### src/design/clkm_pkg.sv
package clkm_pkg;

  // Bus geometry, word-indexed registers
  localparam int CLKM_ADR_W = 12;
  localparam int CLKM_DAT_W = 32;
  localparam int CLKM_IDX_W = 10;

  // Register indices; byte address is four times the index
  localparam logic [9:0] CLKM_IDX_CTRL = 10'h097;
  localparam logic [9:0] CLKM_IDX_XOSC = 10'h098;
  localparam logic [9:0] CLKM_IDX_IRQ_STS = 10'h099;
  localparam logic [9:0] CLKM_IDX_IRQ_EN = 10'h09A;
  localparam logic [9:0] CLKM_IDX_IRQ_CLR = 10'h09B;

  // Multiplier control fields
  localparam int CLKM_BIT_EN = 7;
  localparam int CLKM_BIT_INIT = 6;
  localparam int CLKM_BIT_RDY = 5;
  localparam int CLKM_SCALE_MSB = 4;
  localparam int CLKM_SCALE_LSB = 2;
  localparam int CLKM_SEL_MSB = 1;
  localparam int CLKM_SEL_LSB = 0;
  localparam int CLKM_SEL_X4_BIT = 1;

  // External oscillator control fields
  localparam int CLKM_MODE_MSB = 6;
  localparam int CLKM_MODE_LSB = 4;
  localparam int CLKM_FREQ_MSB = 2;
  localparam int CLKM_FREQ_LSB = 0;

  // Values after reset
  localparam logic [7:0] CLKM_CTRL_RST = 8'h00;
  localparam logic [7:0] CLKM_XOSC_RST = 8'h00;
  localparam logic [1:0] CLKM_IRQ_RST = 2'h0;
  localparam logic [31:0] CLKM_RD_ZERO = 32'h00000000;

  // Interrupt status layout
  localparam int CLKM_IRQ_W = 2;
  localparam int CLKM_IRQ_LOCK = 0;
  localparam int CLKM_IRQ_UNLOCK = 1;

  // External oscillator modes
  localparam logic [2:0] CLKM_XOSC_CMOS = 3'h2;
  localparam logic [2:0] CLKM_XOSC_XTAL = 3'h6;
  localparam logic [2:0] CLKM_XOSC_XTAL_DIV2 = 3'h7;

  // Output scaling
  localparam logic [2:0] CLKM_SCALE_MAX = 3'h5;
  localparam logic [2:0] CLKM_DEN_UNITY = 3'h2;
  localparam logic [2:0] CLKM_DEN_OFFSET = 3'h2;

  // Lock sequencer states
  typedef enum logic [3:0] {
    CLKM_LK_OFF = 4'h1,
    CLKM_LK_IDLE = 4'h2,
    CLKM_LK_ACQ = 4'h4,
    CLKM_LK_READY = 4'h8
  } clkm_lock_e;

  // Scale code to denominator of 2/den; reserved codes give unity
  function automatic logic [2:0] clkm_scale_den(input logic [2:0] code);
    if (code > CLKM_SCALE_MAX)
      return CLKM_DEN_UNITY;
    return code + CLKM_DEN_OFFSET;
  endfunction

endpackage

### src/design/clkm_lock_ctrl.sv
`timescale 1ns/1ns
module clkm_lock_ctrl
  import clkm_pkg::*;
(
  input wire logic clock,
  input wire logic rst_sync_n,
  input wire logic clk_en,
  input wire logic mult_on,
  input wire logic init_req,
  input wire logic pll_lock,
  output logic ready,
  output logic init_pulse,
  output logic lock_gained,
  output logic lock_lost
);

  clkm_lock_e state_q;
  clkm_lock_e state_d;
  logic init_pulse_q;

  // Next state; disabling always wins and drops ready
  always_comb
  begin
    state_d = state_q;
    unique case (state_q)
      CLKM_LK_OFF: if (mult_on) state_d = CLKM_LK_IDLE;
      CLKM_LK_IDLE: if (init_req) state_d = CLKM_LK_ACQ;
      CLKM_LK_ACQ: if (pll_lock && !init_req) state_d = CLKM_LK_READY;
      CLKM_LK_READY: if (init_req || !pll_lock) state_d = CLKM_LK_ACQ;
      default: state_d = CLKM_LK_OFF;
    endcase
    if (!mult_on)
      state_d = CLKM_LK_OFF;
  end

  // State and init strobe, frozen while clock enable is low
  always_ff @(posedge clock or negedge rst_sync_n)
  begin
    if (!rst_sync_n)
    begin
      state_q <= CLKM_LK_OFF;
      init_pulse_q <= 1'b0;
    end
    else if (clk_en)
    begin
      state_q <= state_d;
      init_pulse_q <= init_req;
    end
  end

  // Ready only after lock seen in acquisition
  assign ready = (state_q == CLKM_LK_READY);
  assign init_pulse = init_pulse_q;
  assign lock_gained = clk_en & (state_q == CLKM_LK_ACQ)
    & (state_d == CLKM_LK_READY);
  assign lock_lost = clk_en & (state_q == CLKM_LK_READY) & mult_on
    & !pll_lock & !init_req;
endmodule

### src/design/clkm_pin_assign.sv
`timescale 1ns/1ns
module clkm_pin_assign
  import clkm_pkg::*;
(
  input wire logic clock,
  input wire logic rst_sync_n,
  input wire logic clk_en,
  input wire logic [2:0] osc_mode,
  output logic port0_pin2_osc,
  output logic port0_pin3_osc
);

  logic pin2_d;
  logic pin3_d;
  logic pin2_q;
  logic pin3_q;

  // Crystal takes both pins; CMOS, RC and C take only the second
  assign pin2_d = (osc_mode == CLKM_XOSC_XTAL)
    | (osc_mode == CLKM_XOSC_XTAL_DIV2);
  assign pin3_d = (osc_mode >= CLKM_XOSC_CMOS);

  always_ff @(posedge clock or negedge rst_sync_n)
  begin
    if (!rst_sync_n)
    begin
      pin2_q <= 1'b0;
      pin3_q <= 1'b0;
    end
    else if (clk_en)
    begin
      pin2_q <= pin2_d;
      pin3_q <= pin3_d;
    end
  end

  assign port0_pin2_osc = pin2_q;
  assign port0_pin3_osc = pin3_q;
endmodule

### src/design/clkm_top.sv
// Implementation choice: the Wishbone slave port.
`timescale 1ns/1ns
module clkm_top
  import clkm_pkg::*;
(
  input wire logic clock,
  input wire logic rst_n,
  input wire logic clk_en,
  input wire logic wb_cyc_i,
  input wire logic wb_stb_i,
  input wire logic wb_we_i,
  input wire logic [clkm_pkg::CLKM_ADR_W-1:0] wb_adr_i,
  input wire logic [3:0] wb_sel_i,
  input wire logic [clkm_pkg::CLKM_DAT_W-1:0] wb_dat_i,
  output logic [clkm_pkg::CLKM_DAT_W-1:0] wb_dat_o,
  output logic wb_ack_o,
  input wire logic pll_lock,
  output logic mult_enable,
  output logic mult_init,
  output logic [1:0] mult_input_select,
  output logic mult_base_x4,
  output logic [2:0] mult_scale_den,
  output logic mult_duty_uneven,
  output logic [2:0] external_oscillator_mode,
  output logic [2:0] external_frequency_control,
  output logic port0_pin2_osc,
  output logic port0_pin3_osc,
  output logic irq
);
  import clkm_pkg::*;

  logic rst_meta_n_q;
  logic rst_sync_n_q;
  logic ack_q;
  logic [31:0] rdat_q;
  logic enable_q;
  logic init_q;
  logic [2:0] scale_q;
  logic [1:0] sel_q;
  logic [2:0] mode_q;
  logic [2:0] freq_q;
  logic [1:0] app_sel_q;
  logic [2:0] app_den_q;
  logic app_duty_q;
  logic [CLKM_IRQ_W-1:0] sts_q;
  logic [CLKM_IRQ_W-1:0] sts_d;
  logic [CLKM_IRQ_W-1:0] irq_en_q;

  // Reset released through two stages; only the second is used
  always_ff @(posedge clock or negedge rst_n)
  begin
    if (!rst_n)
    begin
      rst_meta_n_q <= 1'b0;
      rst_sync_n_q <= 1'b0;
    end
    else
    begin
      rst_meta_n_q <= 1'b1;
      rst_sync_n_q <= rst_meta_n_q;
    end
  end

  // Bus decode; a new request is taken only between acks
  logic [CLKM_IDX_W-1:0] bus_idx;
  logic bus_take;
  logic wr_lane0;
  logic hit_ctrl;
  logic hit_xosc;
  logic hit_sts;
  logic hit_en;
  logic ctrl_wr;
  logic xosc_wr;
  logic en_wr;
  logic init_req;
  logic [2:0] new_scale;
  logic [1:0] new_sel;
  logic [2:0] new_den;
  logic [CLKM_IRQ_W-1:0] clr_mask;
  logic [CLKM_IRQ_W-1:0] events;
  logic ready;
  logic lock_gained;
  logic lock_lost;
  logic [7:0] ctrl_byte;
  logic [7:0] xosc_byte;
  logic [31:0] rd_mux;

  assign bus_idx = wb_adr_i[CLKM_ADR_W-1:2];
  assign bus_take = clk_en & wb_cyc_i & wb_stb_i & ~ack_q;
  assign wr_lane0 = bus_take & wb_we_i & wb_sel_i[0];
  assign hit_ctrl = (bus_idx == CLKM_IDX_CTRL);
  assign hit_xosc = (bus_idx == CLKM_IDX_XOSC);
  assign hit_sts = (bus_idx == CLKM_IDX_IRQ_STS);
  assign hit_en = (bus_idx == CLKM_IDX_IRQ_EN);
  assign ctrl_wr = wr_lane0 & hit_ctrl;
  assign xosc_wr = wr_lane0 & hit_xosc;
  assign en_wr = wr_lane0 & hit_en;

  // Init only counts when the multiplier was already on and stays on
  assign init_req = ctrl_wr & enable_q & wb_dat_i[CLKM_BIT_EN]
    & wb_dat_i[CLKM_BIT_INIT];

  // Settings captured at init; times-2 sources bypass scaling
  assign new_sel = wb_dat_i[CLKM_SEL_MSB:CLKM_SEL_LSB];
  assign new_scale = wb_dat_i[CLKM_SCALE_MSB:CLKM_SCALE_LSB];
  assign new_den = new_sel[CLKM_SEL_X4_BIT]
    ? clkm_scale_den(new_scale) : CLKM_DEN_UNITY;

  // Control and oscillator registers, all zero after reset
  always_ff @(posedge clock or negedge rst_sync_n_q)
  begin
    if (!rst_sync_n_q)
    begin
      {enable_q, init_q, scale_q, sel_q} <= {CLKM_CTRL_RST[7:6],
        CLKM_CTRL_RST[4:0]};
      {mode_q, freq_q} <= {CLKM_XOSC_RST[6:4], CLKM_XOSC_RST[2:0]};
    end
    else if (ctrl_wr)
    begin
      enable_q <= wb_dat_i[CLKM_BIT_EN];
      init_q <= wb_dat_i[CLKM_BIT_INIT];
      scale_q <= new_scale;
      sel_q <= new_sel;
    end
    else if (xosc_wr)
    begin
      mode_q <= wb_dat_i[CLKM_MODE_MSB:CLKM_MODE_LSB];
      freq_q <= wb_dat_i[CLKM_FREQ_MSB:CLKM_FREQ_LSB];
    end
  end

  // Applied settings move only on an accepted init
  always_ff @(posedge clock or negedge rst_sync_n_q)
  begin
    if (!rst_sync_n_q)
    begin
      app_sel_q <= CLKM_CTRL_RST[1:0];
      app_den_q <= CLKM_DEN_UNITY;
      app_duty_q <= 1'b0;
    end
    else if (init_req)
    begin
      app_sel_q <= new_sel;
      app_den_q <= new_den;
      app_duty_q <= new_den[0];
    end
  end

  // Interrupts: set beats clear in the same cycle
  assign events = {lock_lost, lock_gained};
  assign clr_mask = (wr_lane0 && bus_idx == CLKM_IDX_IRQ_CLR)
    ? wb_dat_i[CLKM_IRQ_W-1:0] : CLKM_IRQ_RST;
  assign sts_d = (sts_q & ~clr_mask) | events;

  always_ff @(posedge clock or negedge rst_sync_n_q)
  begin
    if (!rst_sync_n_q)
    begin
      sts_q <= CLKM_IRQ_RST;
      irq_en_q <= CLKM_IRQ_RST;
    end
    else if (clk_en)
    begin
      sts_q <= sts_d;
      if (en_wr)
        irq_en_q <= wb_dat_i[CLKM_IRQ_W-1:0];
    end
  end

  // Read mux; ready is live state, unmapped words read zero
  assign ctrl_byte = {enable_q, init_q, ready, scale_q, sel_q};
  assign xosc_byte = {1'b0, mode_q, 1'b0, freq_q};
  assign rd_mux = hit_ctrl ? {24'h000000, ctrl_byte}
    : hit_xosc ? {24'h000000, xosc_byte}
    : hit_sts ? {30'h00000000, sts_q}
    : hit_en ? {30'h00000000, irq_en_q}
    : CLKM_RD_ZERO;

  // Registered ack one cycle after the request is taken
  always_ff @(posedge clock or negedge rst_sync_n_q)
  begin
    if (!rst_sync_n_q)
    begin
      ack_q <= 1'b0;
      rdat_q <= CLKM_RD_ZERO;
    end
    else if (clk_en)
    begin
      ack_q <= bus_take;
      if (bus_take)
        rdat_q <= wb_we_i ? CLKM_RD_ZERO : rd_mux;
    end
  end

  clkm_lock_ctrl u_lock (
    .clock(clock),
    .rst_sync_n(rst_sync_n_q),
    .clk_en(clk_en),
    .mult_on(enable_q),
    .init_req(init_req),
    .pll_lock(pll_lock),
    .ready(ready),
    .init_pulse(mult_init),
    .lock_gained(lock_gained),
    .lock_lost(lock_lost)
  );

  clkm_pin_assign u_pins (
    .clock(clock),
    .rst_sync_n(rst_sync_n_q),
    .clk_en(clk_en),
    .osc_mode(mode_q),
    .port0_pin2_osc(port0_pin2_osc),
    .port0_pin3_osc(port0_pin3_osc)
  );

  // Outputs
  assign wb_ack_o = ack_q;
  assign wb_dat_o = rdat_q;
  assign mult_enable = enable_q;
  assign mult_input_select = app_sel_q;
  assign mult_base_x4 = app_sel_q[CLKM_SEL_X4_BIT];
  assign mult_scale_den = app_den_q;
  assign mult_duty_uneven = app_duty_q;
  assign external_oscillator_mode = mode_q;
  assign external_frequency_control = freq_q;
  assign irq = |(sts_q & irq_en_q);
endmodule

### config.mk
export PLATFORM = sky130hd
export DESIGN_NAME = clkm_top
export DESIGN_NICKNAME = d
export VERILOG_FILES = /design/src/design/clkm_pkg.sv /design/src/design/clkm_lock_ctrl.sv /design/src/design/clkm_pin_assign.sv /design/src/design/clkm_top.sv
export SDC_FILE = /design/constraint.sdc
export NUM_CORES = 1
export LEC_CHECK = 0
export BUFFER_PORTS_ARGS = -buffer_cell sky130_fd_sc_hd__clkbuf_2
export CORE_UTILIZATION = 49
export DETAILED_ROUTE_END_ITERATION = 7
export PLACE_DENSITY_LB_ADDON = 0.2
export SYNTH_ARGS = -nofsm -noshare
export SYNTH_HDL_FRONTEND = slang
export SYNTH_SLANG_ARGS = --single-unit
### constraint.sdc
create_clock -name clock -period 2.1 [get_ports clock]
set_input_delay 0.105 -clock clock [delete_from_list [all_inputs] [get_ports clock]]
set_output_delay 0.105 -clock clock [all_outputs]
set_load 0.03 [all_outputs]
Yosys cells after proc, flatten, opt, wreduce, memory -nomap -nowiden
Cells that the tools add are included.

operators by class
  bitwise logic cells = 24
  eq/ne operators = 12
  $lt $le $gt $ge = 2
  reductions and logical operators = 9
  multiplexer cells = 15
  add/sub/neg operators = 1

operator list
  cell                 number
  $eq 10x8->1 const B  5
  $and 1x1->1          17
  $mux 4               4
  $mux 8               2
  $pmux 4 s4           1
  $mux 3               3
  $eq 4x4->1 const B   2
  $mux 7               1
  $eq 3x3->1 const B   2
  $mux 2               3
  $reduce_and 2->1     3
  $and 2x2->2          2
  $eq 4x1->1 const B   1
  $eq 4x2->1 const B   1
  $eq 4x3->1 const B   1
  $add 3x2->3 const B  1
  $ge 3x2->1 const B   1
  $gt 3x3->1 const B   1
  $logic_and 1x1->1    2
  $logic_not 1->1      2
  $not 1->1            2
  $not 2->2            1
  $or 2x2->2           1
  $reduce_or 2->1      1
  other kinds (3)      3

word-level totals
  output and inout bits = 51
  word-level logic and storage cells = 82
  register bits = 65
  bits of input ports = 55

Depth between registers and ports, before layout
Gate-level depths: netlist of run 1.

  depth in word-level cells = 17
  depth in mapped cells = 7
  mapped depth without buffers = 5

Modules after synthesis
From an unflattened synthesis of run 1, not the netlist that was laid out.

unflattened totals
  cell total of the unflattened synthesis = 191
  area total of the unflattened synthesis = 2110.8 µm²

modules (own cells, without submodules)
  module           sequential area each (µm²)  times used  cells an instance  area each (µm²)
  clkm_top         827.0                       1           151                1717.9
  clkm_lock_ctrl   126.4                       1           32                 316.6
  clkm_pin_assign  50.0                        1           8                  76.3

Worst setup path after synthesis of run 1
No wires, ideal clock.

  path type = register to register
  start = register ack_q (netlist: wb_ack_o)
  end = register app_den_q[0] (netlist: mult_scale_den[0])
  setup time = 0.095 ns
  required time = 2.005 ns
  buffers on the path = 1
  stages on the path, launching flop included = 6
  period minus slack after synthesis = 1.787 ns
  path slack = 0.313 ns
  arrival = 1.691 ns
  cells stage by stage = dfrtp_1 > and4b_1 > nand4_2 > or3_1 > clkbuf_1 > o31ai_1

on the way
  word-level cells in the longest chain between the ends = 8

ends and longest elaborated chain
  element                    RTL line         RTL
  from (decl)                clkm_top.sv:34   logic ack_q;
  from (signal assigned)     clkm_top.sv:189  ack_q <= bus_take;
  $not 1->1                  clkm_top.sv:89   assign bus_take = clk_en & wb_cyc_i & wb_stb_i & ~ack_q;
  $and 1x1->1                clkm_top.sv:89
  $and 1x1->1 (2 in series)  clkm_top.sv:90   assign wr_lane0 = bus_take & wb_we_i & wb_sel_i[0];
  $and 1x1->1                clkm_top.sv:95   assign ctrl_wr = wr_lane0 & hit_ctrl;
  $and 1x1->1 (2 in series)  clkm_top.sv:100  assign init_req = ctrl_wr & enable_q & wb_dat_i[CLKM_BIT_EN]
  $and 1x1->1                clkm_top.sv:101  & wb_dat_i[CLKM_BIT_INIT];
  to (signal assigned)       clkm_top.sv:144  app_den_q <= new_den;
  to (decl)                  clkm_top.sv:43   logic [2:0] app_den_q;

Every way passes these cells.
A chain may end at the register's enable or synchronous reset.

Worst setup path in the final report of run 1
  start = register ack_q (netlist: wb_ack_o)
  end = register app_den_q[2] (netlist: mult_scale_den[2])

Same word-level chain as after synthesis.

==> impl_metrics.toml, run 1 <==
[status]
status = "finished clean"

[placement]
dp_cells = 300
portBuffers = 52
place_congestion = 0.777
dp_hpwl_um = 3100

[clocking]
clk_latency_ns = 0.29
cts_tree = "done"
cts.sinks = 40
numCtsBuffers = 5
htreeDepth = 2
cts-root-buf = "clkbuf_8"
post-cts-setup-buffer-count = 0
cts_buffer_depth = 2
path_clk_slew_ns = 0.07

[logic_synthesis]
syn-cell-area_um2 = 2050
yosysUniqueCellTypes = 41
syn_inst = 202
ys_seq_area_share_pct = 48.9
async_flop_share_pct = 100
post-synth-top-count-cell = "dfrtp_1"
synth_enable_flop_cells = 0
synth_top_area_share_pct = 46.3
yosysTopAreaCell = "dfrtp_1"
synth_seq_cells = 40
ys_warn_count = 0
synth.area.top_cells = "dfrtp_1 46%, buf_4 9.5%, mux2_2 5.5%"
avgSynthCellArea_um2 = 10.2
synth-main-ff-cell = "dfrtp_1"
synth_common_cells = "38 x dfrtp_1, 26 x buf_4, 21 x nand2_1"

[detailed_routing]
detail_route.drc_violations = 0
drtIter0Drc = 76
first_pass_iters = 6
wl_um = 3980
ant_nets = 0
wl_per_cell_um = 12.9
viasPerCell = 5.05
dr_total_vias = 1561

[sta]
finClkSkew_ns = 0.00833
rsz0062_at_grt = "false"
timing.fmax_mhz = 543
hold_slack_ns = 0.0202
slew_headroom_pct = 55.4
min_period_over_period_pct = 87.7
final_hold_viol_count = 0
worstMarginPinSlew_ns = 0.670
setup_violations = 0
final_max_slew_viol_count = 0
fin_setup_tns_ns = 0
period_minus_slack_ns = 1.84

[global_routing]
grt_pass1_wl_um = 6490
overflow = 0
use_met3_pct = 4.97
antenna_found_initial = 0
grt_use_total_pct = 20.3
grt_max_degree = 24
grt-busiest-layer = "met2"
grt_pass1_vias = 1388
met1_usage_pct = 26.9
met2_usage_pct = 31.3

[worst_setup_path]
worst_r2r_path_depth = 4
crit_path_max_fanout = 8
required_ns = 2.29
worstPathArrival_ns = 2.03
end_kind = "flop"
crit_type = "flop to flop"
critPathLaunchType = "flop"

[finish]
drive_above_1_share_pct = 31.3
area_delta_synth_final_pct = 16.5
seq_area_um2 = 1000
multiInputGateArea_um2 = 888
n_antenna_cell = 0
nets = 315
n_fill_cell = 358
instances_no_fill = 309

[die]
start_util_pct = 51.3
ios = 106
dieArea_um2 = 4450
die_h_um = 66.7
die_w_um = 66.7
coreArea_um2 = 4000
std_cell_rows = 23

[min_path]
hold_class = "primary input to flop"
holdPathStages = 2

[power]
peakVddDrop_v = 0.000437
p_leak_uw = 0.00127
powerDensity_nw_per_um2 = 605

[run]
drv_cap = 0
-- kinds of logic after synthesis --
kind of cell,synth area share (%)
simple gates,17.3
other cells,0.366
fa+ha+maj,1.22
compound gates,14.7
mux,5.48
buf+inv,12.1
flops,48.9
-- through the flow --
step / util (%) / worst slack (ns) / total power, µW / instance area (µm²)
after global routing: 59.8 / 0.118 / 1510 / 2390
after detailed placement: 57.3 / 0.270 / 947 / 2290
after global placement: 57.3 / 0.288 / 945 / 2290
after CTS: 59.8 / 0.238 / 1470 / 2390
final: 59.8 / 0.258 / 1450 / 2390
after floorplan: - / 0.313 / 925 / 2140
-- final cells by class --
type / instances / area share [%]
sequential: 40 / 42.0
multi-input combinational: 145 / 37.2
inverter: 9 / 1.41
timing repair buffer: 57 / 13.1
clock buffer: 8 / 3.77
tap: 50 / 2.62
-- final timing paths --
kind	start	end	slack, ns
min in group asynchronous	rst_n	rst_meta_n_q	0.13
max	wb_ack_o	mult_scale_den[2]	0.26
min reg2reg	rst_sync_n_q	u_pins.port0_pin2_osc	0.27
min	wb_dat_i[3]	mult_scale_den[1]	0.02
max in group asynchronous	rst_sync_n_q	scale_q[2]	1.27
max reg2reg	wb_ack_o	mult_scale_den[2]	0.26
-- flip-flops by register name, indices dropped and copies added (netlist names), 2 cells and up --
signal and flops:
wb_dat_o 8, sts_q 2, u_lock.state_q 4, mult_scale_den 3, sel_q 2, scale_q 3, irq_en_q 2, external_oscillator_mode 3
external_frequency_control 3, mult_input_select 2
-- critical path: stages (launching register included) --
cell	delay (ns)
dfrtp_1	0.39
and4b_1	0.29
nand4_2	0.20
or3_1	0.56
o31ai_1	0.30
-- per-layer routing --
metal	share of wire, %	routed length [µm]
met4	1.9	74
met2	46	1820
met5	0	0
met3	5.6	224
met1	47	1860
-- report_power, final --
group          internal, µW  total, µW  switching [µW]
Clock                   268        514             246
Sequential              775        784            8.60
Combinational          38.0        149             111
-- cell usage in the layout, fill, tap and decap left out, types with 4 or more instances in the layout --
master	n
nand2_1	21
a21oi_1	5
inv_1	9
nand3_1	5
mux2_2	10
clkbuf_2	52
nor2_1	8
dfrtp_1	38
o21ai_0	18
clkbuf_8	6
a21o_1	6
conb_1	25
nor2b_1	4
-- what timing repair did --
action	CTS	global route
gates resized for setup	0	0
hold buffers	1	0
endpoints found under the hold margin	2	0
Note: power is estimated with default switching activity, not from simulation.
==> run 2: changes to the inputs <==
--- a/config.mk
+++ b/config.mk
@@ -5,8 +5,9 @@
 export SDC_FILE = /design/constraint.sdc
 export NUM_CORES = 1
 export LEC_CHECK = 0
+export ABC_AREA = 1
 export BUFFER_PORTS_ARGS = -buffer_cell sky130_fd_sc_hd__clkbuf_2
-export CORE_UTILIZATION = 49
+export CORE_UTILIZATION = 50
 export DETAILED_ROUTE_END_ITERATION = 7
 export PLACE_DENSITY_LB_ADDON = 0.2
 export SYNTH_ARGS = -nofsm -noshare
==> run 2 against run 1 <==
Final cell count up 20%. Worst setup slack improved by 0.28 ns. Register-to-register slack improved by 0.28 ns. Critical path type unchanged. Die area increased by 4.5%. Combinational power up 70%. Synthesized cell count rose by 31%. Sequential share of layout area is 1.7 points lower. Non-clock buffer count down 3. Critical endpoint is now wb_dat_o[1]. Global-route usage increased by 0.17 points.
==> impl_metrics.toml, run 2 <==
[global_routing]
grt_use_total_pct = 20.5
overflow = 0
antenna_found_initial = 0
grt_pass1_wl_um = 6920
grt_max_degree = 39
grt_pass1_vias = 1559

[worst_setup_path]
setup.worst_path.start = "wb_ack_o"
worstPathArrival_ns = 1.79
crit_type = "flop to flop"
worst_r2r_path_depth = 7
rrSetupSlack_ns = 0.54
required_ns = 2.34
end_kind = "flop"
rr_endpoint = "wb_dat_o[1]"
critPathLaunchType = "flop"
crit_path_max_fanout = 10
r2r-start = "wb_ack_o"

[placement]
dp_hpwl_um = 3400
portBuffers = 52
place_congestion = 0.885

[logic_synthesis]
yosysTopAreaCell = "dfrtp_1"
post-synth-top-count-cell = "nand2_1"
yosysUniqueCellTypes = 36
synth.area.top_cells = "dfrtp_1 43%, nand2_1 13%, buf_4 8.9%"
ys_warn_count = 0
async_flop_share_pct = 100
synth_common_cells = "77 x nand2_1, 38 x dfrtp_1, 26 x buf_4"
syn-cell-area_um2 = 2190
avgSynthCellArea_um2 = 8.31
synth-main-ff-cell = "dfrtp_1"
synth_seq_cells = 40
ys_seq_area_share_pct = 45.8
syn_inst = 264
synth_enable_flop_cells = 0
synth_top_area_share_pct = 43.4

[die]
start_util_pct = 53.3
die_h_um = 68.2
dieArea_um2 = 4660
die_w_um = 68.2
coreArea_um2 = 4120
ios = 106
std_cell_rows = 23

[clocking]
cts_buffer_depth = 2
cts-root-buf = "clkbuf_8"
ctsHoldBuffers = 1
path_clk_slew_ns = 0.08
clk_latency_ns = 0.29
cts_tree = "done"
cts.sinks = 40
numCtsBuffers = 5
htreeDepth = 2
cts-resized-gates = 0
post-cts-setup-buffer-count = 0

[detailed_routing]
drtIter0Drc = 90
ant_nets = 0
first_pass_iters = 4
detail_route.drc_violations = 0
wl_um = 4370
viasPerCell = 4.92
dr_total_vias = 1819
wl_per_cell_um = 11.8

[sta]
final_max_slew_viol_count = 0
min_period_over_period_pct = 74.2
period_minus_slack_ns = 1.56
setup_violations = 0
final_hold_viol_count = 0
timing.fmax_mhz = 642
fin_setup_tns_ns = 0
rsz0062_at_grt = "false"
finClkSkew_ns = 0.00857

[min_path]
holdPathStages = 3
hold_class = "primary input to flop"
hold_end = "external_oscillator_mode[1]"
hold_start = "wb_dat_i[5]"

[finish]
n_fill_cell = 386
utilization_pct = 60.6
nets = 376
drive_above_1_share_pct = 25.9
area_delta_synth_final_pct = 13.7
mostFrequentLayoutCell = "nand2_1"
largest_reg_flops = 8
layout_common_cells = "77 x nand2_1, 52 x clkbuf_2, 38 x dfrtp_1"
n_antenna_cell = 0

[power]
powerDensity_nw_per_um2 = 642
peakVddDrop_v = 0.000446
p_leak_uw = 0.00140

[run]
drv_cap = 0

[status]
status = "finished clean"
## run 2: cell types whose count changed after synthesis, sizes merged, moves of 5 or more
cell | before | now
a21o | 6 | 1
inv | 9 | 23
mux2 | 10 | 0
nand2 | 21 | 80
nand3 | 5 | 12
nor2 | 8 | 21
o21ai | 18 | 27
## run 2: cell type report
cell class,count,area [µm²],share of cell area [%]
Clock buffer,8,90.1,3.61
Inverter,23,86.3,3.46
Multi-Input combinational cell,195,975,39.1
Sequential cell,40,1000,40.2
Tap cell,50,62.6,2.51
Timing Repair Buffer,54,278,11.1
## run 2: metrics by stage
stage                     setup slack, ns  area (µm²)  std cells  hold slack [ns]  power (µW)
final                               0.543        2490        370           0.0549        1600
after global placement              0.559        2390        361           -0.108        1090
after floorplan                     0.549        2280        287           -0.191        1060
after CTS                           0.508        2490        370           0.0544        1610
after global routing                0.331        2490        370           0.0530        1680
after detailed placement            0.536        2390        361           -0.106        1090
## run 2: worst max-delay path by stage
stage / endpoint / slack (ns)
finish: wb_dat_o[1] / 0.54
global route: wb_dat_o[1] / 0.33
CTS: wb_dat_o[1] / 0.51
detailed placement: wb_dat_o[1] / 0.54
global placement: wb_dat_o[1] / 0.56
floorplan: external_frequency_control[1] / 0.55
## run 2: metal layers
metal	part of all wire, %	vias to the layer above	GRT usage, %
met5	0	-	0
met4	2.4	0	9.38
met3	4.5	10	5.17
met2	46	56	32.7
met1	47	837	26.0
li1	-	916	-
## run 2: worst max-delay path: stages, from the launching register on
cell and delay [ns]:
dfrtp_1 0.40, nor2_1 0.19, nand2_2 0.19, nor2_2 0.34
o21ai_1 0.12, nor2_1 0.13, nand2_1 0.08, nand2_1 0.05
## run 2: cells by family (layout without fill, tap and decap cells)
group                      count (synthesis)  after routing  share of synthesized area (%)
and+or+nand+nor                          128            128                           27.6
buffers and inverters                     52             85                           13.7
AOI/OAI and AO/OA                         40             40                           11.4
DFF                                       40             40                           45.8
adders and majority gates                  2              2                           1.14
other                                      2             25                          0.342
## run 2: power by group
group / switching (µW) / internal [µW] / leakage, µW / total (µW)
logic: 185 / 69.1 / 0.000829 / 254
registers: 19.9 / 804 / 0.000528 / 824
clock network: 255 / 268 / 0.0000455 / 523
